[src/include/smc_consts.svh]
// Purpose: constants of the standby mode control block
// Assumes: register index times four gives the byte address
// Notes:   reset values are those of the control registers
`ifndef SMC_CONSTS_SVH
`define SMC_CONSTS_SVH
// register indices
`define SMC_IDX_STOP_CODE   6'h0e
`define SMC_IDX_STANDBY     6'h0f
`define SMC_IDX_PERIPH      6'h15
`define SMC_IDX_STATUS      6'h20
// reset values
`define SMC_RST_STANDBY     8'h08
`define SMC_RST_PERIPH      8'h8c
// standby control fields
`define SMC_BIT_STOP        0
`define SMC_BIT_HALT        1
`define SMC_BIT_FLOAT       2
`define SMC_BIT_OSC_STOP    3
`define SMC_BIT_SUBCLK      7
// peripheral control field
`define SMC_BIT_HOLD_EN     5
// stop code nibbles
`define SMC_CODE_FIRST      4'h5
`define SMC_CODE_SECOND     4'ha
`endif

[src/include/smc_pkg.sv]
// Purpose: types of the standby mode control block
// Assumes: nothing beyond the constants header
// Notes:   one packed struct holds all state
package smc_pkg;
  typedef enum logic [1:0] {
    SMC_RUN  = 2'b00,
    SMC_HALT = 2'b01,
    SMC_HOLD = 2'b10,
    SMC_STOP = 2'b11
  } smc_mode_e;

  typedef struct packed {
    logic        cpu_clk_en;
    logic        periph_clk_en;
    logic        tbc_run;
    logic        rtc_run;
    logic        wdt_run;
    logic        bus_release;
    logic        bus_ack;
    logic        float_out;
    logic        osc_en;
    logic        low_speed;
    logic        dev_reset;
  } smc_ctl_s;

  typedef struct packed {
    smc_mode_e   mode;
    logic [7:0]  standby;
    logic [7:0]  periph;
    logic        acceptor;
    logic        saw_first;
    logic        ap_valid;
    logic        ap_write;
    logic [5:0]  ap_idx;
    logic [31:0] hrdata;
    logic        hreadyout;
    logic        hresp;
    smc_ctl_s    ctl;
  } smc_state_s;
endpackage

[src/logic/smc_top.sv]
// Purpose: standby modes and reset gathering behind an AHB-Lite slave
// Assumes: all inputs synchronous to i_clk_sys, 40 MHz
// Notes:   zero wait states; every output is a flip-flop
//
// Notes on behaviour
// RL1 - halt is entered by software only and gates the cpu clock
// RL2 - hold is entered by hardware request and gates the cpu clock
// RL3 - stop is entered by software and gates cpu and peripheral clocks
// RL4 - in hold the external bus is released to the outside master
// RL5 - stop with oscillator kept running gives a quick wake
// RL6 - reset pin, break instruction or invalid opcode reset the device
// RL7 - watchdog overflow also resets the whole device
// RL8 - every mode exists at high speed and at low speed
// RL9 - stop request enters stop only when acceptor already set
// RL10 - in hold, bus-function port outputs are released
// RL11 - hold needs hold enable bit 5 and the request pin high
// RL12 - time base and peripherals run in halt and hold, stop in stop
// RL13 - acceptor set by consecutive writes n5 then na, cleared on stop
// RL14 - halt bit enters halt; interrupt, pin or watchdog reset clear it
// RL15 - interrupt or pin reset clears stop bit and leaves stop
// RL16 - float bit set makes outputs high impedance during stop
// RL17 - hold ends when the request pin falls or on pin reset
// RL18 - real-time counter always runs; watchdog halted during hold
`include "smc_consts.svh"
`timescale 1ns/1ps
`default_nettype none

module smc_top
  import smc_pkg::*;
(
  input  wire logic        i_clk_sys,
  input  wire logic        i_srst,
  input  wire logic        i_hsel,
  input  wire logic [31:0] i_haddr,
  input  wire logic [1:0]  i_htrans,
  input  wire logic        i_hwrite,
  input  wire logic [2:0]  i_hsize,
  input  wire logic [31:0] i_hwdata,
  input  wire logic        i_hready,
  output logic      [31:0] o_hrdata,
  output logic             o_hreadyout,
  output logic             o_hresp,
  input  wire logic        i_hold_req,
  input  wire logic        i_ext_reset_pin_n,
  input  wire logic        i_break_instruction,
  input  wire logic        i_invalid_opcode,
  input  wire logic        i_wdt_overflow,
  input  wire logic        i_irq,
  output logic             o_cpu_clk_en,
  output logic             o_periph_clk_en,
  output logic             o_time_base_counter_run,
  output logic             o_rtc_run,
  output logic             o_watchdog_timer_run,
  output logic             o_bus_release,
  output logic             o_bus_release_acknowledge,
  output logic             o_float_outputs,
  output logic             o_main_osc_en,
  output logic             o_low_speed,
  output logic             o_device_reset
);

  ////////////////////////////////////////////////////////////////////////
  function automatic logic [5:0] reg_index(input logic [31:0] addr);
    reg_index = addr[7:2];
  endfunction

  function automatic smc_state_s reset_state();
    smc_state_s r;
    r                   = '0;
    r.mode              = SMC_RUN;
    r.standby           = `SMC_RST_STANDBY;
    r.periph            = `SMC_RST_PERIPH;
    r.hreadyout         = 1'b1;
    r.ctl.cpu_clk_en    = 1'b1;
    r.ctl.periph_clk_en = 1'b1;
    r.ctl.tbc_run       = 1'b1;
    r.ctl.rtc_run       = 1'b1;
    r.ctl.wdt_run       = 1'b1;
    r.ctl.osc_en        = 1'b1;
    reset_state = r;
  endfunction

  smc_state_s st_reg;
  smc_state_s st_next;
  logic       dev_rst;
  logic       data_wr;
  logic       stop_code_wr;
  logic       standby_wr;

  ////////////////////////////////////////////////////////////////////////
  // reset sources are gathered here; the pin is active low
  assign dev_rst = ~i_ext_reset_pin_n | i_break_instruction
                 | i_invalid_opcode | i_wdt_overflow; // see RL6 see RL7
  assign data_wr      = st_reg.ap_valid & st_reg.ap_write;
  assign stop_code_wr = data_wr & (st_reg.ap_idx == `SMC_IDX_STOP_CODE);
  assign standby_wr   = data_wr & (st_reg.ap_idx == `SMC_IDX_STANDBY);

  always_comb begin
    st_next        = st_reg;
    st_next.hresp  = 1'b0;
    st_next.hreadyout = 1'b1;
    // interrupt clears first so a write in the same cycle still wins
    if (i_irq) begin
      st_next.standby[`SMC_BIT_HALT] = 1'b0; // see RL14
      st_next.standby[`SMC_BIT_STOP] = 1'b0; // see RL15
    end
    if (stop_code_wr) begin
      st_next.saw_first = (i_hwdata[3:0] == `SMC_CODE_FIRST);
      if (st_reg.saw_first && i_hwdata[3:0] == `SMC_CODE_SECOND) begin
        st_next.acceptor = 1'b1; // see RL13
      end
    end
    if (standby_wr) begin
      st_next.standby[7:1] = i_hwdata[7:1]; // see RL14
      // a stop request without the code sequence is dropped
      if (i_hwdata[`SMC_BIT_STOP] && st_reg.acceptor) begin
        st_next.standby[`SMC_BIT_STOP] = 1'b1; // see RL9
        st_next.acceptor               = 1'b0; // see RL13
      end
    end
    if (data_wr && st_reg.ap_idx == `SMC_IDX_PERIPH) begin
      st_next.periph = i_hwdata[7:0];
    end
    // mode priority: stop, then hold, then halt
    if (st_next.standby[`SMC_BIT_STOP]) begin
      st_next.mode = SMC_STOP; // see RL3
    end else if (st_reg.mode == SMC_HOLD ? i_hold_req
        : (st_next.periph[`SMC_BIT_HOLD_EN] && i_hold_req)) begin
      st_next.mode = SMC_HOLD; // see RL2 see RL11 see RL17
    end else if (st_next.standby[`SMC_BIT_HALT]) begin
      st_next.mode = SMC_HALT; // see RL1
    end else begin
      st_next.mode = SMC_RUN;
    end
    st_next.ctl.cpu_clk_en    = (st_next.mode == SMC_RUN); // see RL1 see RL2
    st_next.ctl.periph_clk_en = (st_next.mode != SMC_STOP); // see RL3
    st_next.ctl.tbc_run       = (st_next.mode != SMC_STOP); // see RL12
    st_next.ctl.rtc_run       = 1'b1; // see RL18
    st_next.ctl.wdt_run       = (st_next.mode == SMC_RUN)
                              || (st_next.mode == SMC_HALT); // see RL18
    st_next.ctl.bus_release   = (st_next.mode == SMC_HOLD); // see RL4 see RL10
    // acknowledge follows once the bus has been let go for a cycle
    st_next.ctl.bus_ack       = st_next.ctl.bus_release
                              & st_reg.ctl.bus_release;
    st_next.ctl.float_out     = (st_next.mode == SMC_STOP)
                              & st_next.standby[`SMC_BIT_FLOAT]; // see RL16
    // oscillator stays on unless stop with osc-stop chosen
    st_next.ctl.osc_en        = !((st_next.mode == SMC_STOP)
                              && st_next.standby[`SMC_BIT_OSC_STOP]); // see RL5
    st_next.ctl.low_speed     = st_next.standby[`SMC_BIT_SUBCLK]; // see RL8
    st_next.ctl.dev_reset     = 1'b0;
    // address phase; read data is taken from the updated copy
    st_next.ap_valid = i_hsel & i_hready & i_htrans[1];
    st_next.ap_write = i_hwrite;
    st_next.ap_idx   = reg_index(i_haddr);
    st_next.hrdata   = '0;
    if (st_next.ap_valid && !i_hwrite) begin
      unique case (reg_index(i_haddr))
        `SMC_IDX_STANDBY: st_next.hrdata[7:0] = st_next.standby;
        `SMC_IDX_PERIPH:  st_next.hrdata[7:0] = st_next.periph;
        `SMC_IDX_STATUS:  st_next.hrdata[4:0] = {st_next.ctl.bus_release,
                            st_next.acceptor, st_next.ctl.low_speed,
                            st_next.mode}; // see RL8
        default:          st_next.hrdata = '0;
      endcase
    end
    // any device reset source returns everything to defaults
    if (dev_rst) begin
      st_next               = reset_state(); // see RL6 see RL7 see RL17
      st_next.ctl.dev_reset = 1'b1;
    end
  end

  always_ff @(posedge i_clk_sys) begin
    if (i_srst) begin
      st_reg <= reset_state();
    end else begin
      st_reg <= st_next;
    end
  end

  ////////////////////////////////////////////////////////////////////////
  assign o_hrdata                  = st_reg.hrdata;
  assign o_hreadyout               = st_reg.hreadyout;
  assign o_hresp                   = st_reg.hresp;
  assign o_cpu_clk_en              = st_reg.ctl.cpu_clk_en;
  assign o_periph_clk_en           = st_reg.ctl.periph_clk_en;
  assign o_time_base_counter_run   = st_reg.ctl.tbc_run;
  assign o_rtc_run                 = st_reg.ctl.rtc_run;
  assign o_watchdog_timer_run      = st_reg.ctl.wdt_run;
  assign o_bus_release             = st_reg.ctl.bus_release;
  assign o_bus_release_acknowledge = st_reg.ctl.bus_ack;
  assign o_float_outputs           = st_reg.ctl.float_out;
  assign o_main_osc_en             = st_reg.ctl.osc_en;
  assign o_low_speed               = st_reg.ctl.low_speed;
  assign o_device_reset            = st_reg.ctl.dev_reset;
endmodule // smc_top

`default_nettype wire

[config.mk]
export PLATFORM = sky130hd
export DESIGN_NAME = smc_top
export DESIGN_NICKNAME = d
export VERILOG_FILES = /design/src/include/smc_pkg.sv /design/src/logic/smc_top.sv
export VERILOG_INCLUDE_DIRS = /design/src /design/src/include
export SDC_FILE = /design/constraint.sdc
export NUM_CORES = 1
export LEC_CHECK = 0
export ABC_AREA = 1
export BUFFER_PORTS_ARGS = -buffer_cell sky130_fd_sc_hd__buf_2
export CORE_MARGIN = 4
export CORE_UTILIZATION = 35
export DETAILED_ROUTE_END_ITERATION = 16
export PLACE_DENSITY_LB_ADDON = 0.2
export SYNTH_ARGS = -nofsm -noshare
export SYNTH_HDL_FRONTEND = slang
export SYNTH_SLANG_ARGS = --single-unit
[constraint.sdc]
create_clock -name i_clk_sys -period 1.95 [get_ports i_clk_sys]
set_clock_uncertainty 0.05 [all_clocks]
set_input_delay 0 -clock i_clk_sys [delete_from_list [all_inputs] [get_ports i_clk_sys]]
set_output_delay 0 -clock i_clk_sys [all_outputs]
set_load 0.01 [all_outputs]
==> key figures <==
STA
  • Final setup violation count: 0
  • RSZ-0062 raised after global routing: false
  • Max Freq: 568 MHz
  • Final Hold Vio Count: 0
  • Setup TNS: 0 ps
  • Final min period: 1760 ps
  • Pins Over Slew Limit: 0
  • Final period util: 90.3%

Routing
  • Detailed Route Iter0 Violations: 69
  • WL final: 4.30 mm
  • First-pass DRT Iterations: 4
  • Antenna viol nets, final: 0
  • Vias: 1707
  • DRC Markers: 0
  • WL per Instance: 10.6 um
  • Vias/cell: 4.21

Place
  • Hpwl dp: 3.21 mm
  • Port bufs: 43
  • GP Congestion: 0.818
  • Placed cell areas: 0.00224 mm^2

Cells and area
  • Area grow syn2layout: 18.1%
  • Fin nets: 409
  • Layout cells sized above 1: 25.8%
  • Final std cell area, no fill: 0.00253 mm^2
  • Ant. Diodes: 0
  • Max reg flops: 28

Synthesis
  • Netlist cell types: 33
  • Largest area contributor in the netlist: dfxtp_1
  • Most common cell in the synthesized netlist: nand2_1
  • Synth top area share: 41.2%
  • Synth top area cells: dfxtp_1 (41%), buf_4 (13%), nand2_1 (8.1%), inv_1 (6.1%), nor2_1 (5.1%)
  • Most used DFF post-synth: dfxtp_1
  • Cells after synthesis: 275
  • YS warnings: 0
  • Synthesized area per cell: 7.78 um^2
  • Seq cells post-synth: 44
  • Top post-synthesis cells by count: nand2_1 (46), dfxtp_1 (44), buf_4 (36), inv_1 (35), nor2_1 (29)
  • Sequential share of the synthesized area: 41.2%
  • Ys async rst share: 0%
  • Post-synth EDFFs: 0
  • Synthesized area: 0.00214 mm^2

Clock network
  • CTS buffer count: 5
  • Post-CTS setup buffers: 0
  • H-tree depth: 2
  • CTS tree: built
  • Sink Count: 44
  • Clock latency on the worst-skew pair: 290 ps
  • Clock-pin slew on the worst setup and hold paths: 80 ps
  • Root buffer cell: clkbuf_8
  • Max Buffers Root-to-Sink: 2

Setup path
  • Critical Path Most Common Cell: nand2_1
  • CP endpoint kind: register
  • Crit Path Class: register to register
  • Critical Path Start Type: register
  • Max incr delay on CP: 570 ps
  • Slowest cell on the critical path: dlygate4sd3_1
  • Maximum fanout along the worst path: 14
  • Data required, critical path: 2090 ps
  • Top delay family on crit path: buffers and inverters
  • Critical path buffer and inverter count: 2
  • CP Cell Sequence: inv_1 -> nand2_1 -> nor3_4 -> nand2_4 -> nand2_1 -> a21oi_1 -> dlygate4sd3_1
  • WP data arrival: 1900 ps

Job
  • Max_cap viols: 0

Global route
  • First-pass GRT wire length: 7.21 mm
  • Gr ovfl total: 0
  • Largest net degree at the start of global routing: 27
  • Global Route Usage Sum: 12.4%
  • Number of global-route vias before repair: 1630
  • Initial antenna violation count: 0

Floorplanning
  • Initial Utilization: 36.1%
  • Die ar.: 0.00742 mm^2
  • Core area: 0.00592 mm^2
  • # rows: 28
  • Die height: 86.2 um
  • Horiz. Die Dim: 86.2 um
  • I/O pins: 125

Outcome
  • Status: finished, final reports clean

Pwr
  • Pwr dens: 635 mW/mm^2
  • Leak Pwr: 0.00123 uW
  • Final Power: 1600 uW
  • Worst VDD drop: 0.217 mV

Worst hold path
  • Worst Hold Class: input pin to register
[report_power, final]
group / internal (uW) / leakage, uW / switching, uW
registers: 900 / 0.000355 / 1.42
logic: 47.7 / 0.000829 / 65.9
clock network: 289 / 0.0000455 / 300
[tightest hold or removal path: stages]
cell and delay [ps]:
buf_2 140, o21ai_0 100, nor2_1 90
[layout by cell type (no fill, tap or decap), types with 3 or more instances in the layout]
cell           synthesis  routed
buf_2                  0      43
nand2_1               46      46
or2_2                  3       3
nand4_1                4       4
nand2_4                2       3
nor2_4                 3       3
dlygate4sd3_1          0      19
nor3_1                 4       4
a21oi_2                3       3
conb_1                 2      27
nor2_2                 4       4
o21ai_2                3       3
nand3_1                8       8
nand2_2                9       8
inv_1                 35      35
nor2_1                29      29
clkbuf_8               0       6
o211ai_1               3       3
o21ai_1                6       6
a21oi_1                7       7
dfxtp_1               44      44
inv_2                  5       5
[worst paths after layout]
path	start	endpoint	slack, ps	depth (start not counted)
worst min-delay path	i_hwdata[0]	st_reg[55]$_SDFF_PP0_	7	3
worst min register to register	st_reg[53]$_SDFFE_PP0N_	st_reg[53]$_SDFFE_PP0N_	420	2
worst max register to register	st_reg[50]$_SDFF_PP0_	st_reg[64]$_SDFF_PP0_	190	7
worst max-delay path	st_reg[50]$_SDFF_PP0_	st_reg[64]$_SDFF_PP0_	190	7
[layout make-up]
type	instances	area, um^2
fill	658	3390
sequential	44	881
timing repair buffer	62	405
inverter	41	156
clock buffer	8	90.1
multi-input combinational	175	900
tap	75	93.8
[metal layers]
metal	global-route usage [%]	share of wire (%)	wire length [um]	vias up
li1	-	-	-	892
met5	0	0	0	-
met2	20.5	47	2030	47
met1	14.9	44	1910	758
met3	3.84	6.1	264	10
met4	5.18	2.2	94	0
[what timing repair did]
action,in CTS,in global routing
setup endpoints to repair,0,1
resized for setup,0,1
hold buffers,19,0
hold endpoints to repair,23,0
[cell families after synthesis]
logic type             share of synthesized area [%]
AO/OA/AOI/OAI                                   9.77
buffers and inverters                           21.4
flip-flops                                      41.2
other                                          0.351
AND/OR/NAND/NOR                                 27.3
[stage by stage]
stage / setup WS [ps] / hold slack (ps) / util (%) / std cells
floorplan: 585 / 19.1 / - / 300
global placement: 365 / 159 / 37.8 / 378
detailed placement: 360 / 167 / 37.8 / 378
CTS: 124 / 0.773 / 42.6 / 405
global route: 67.0 / 17.0 / 42.7 / 405
finish: 189 / 6.63 / 42.7 / 405
Note: power is estimated with default switching activity, not from simulation.
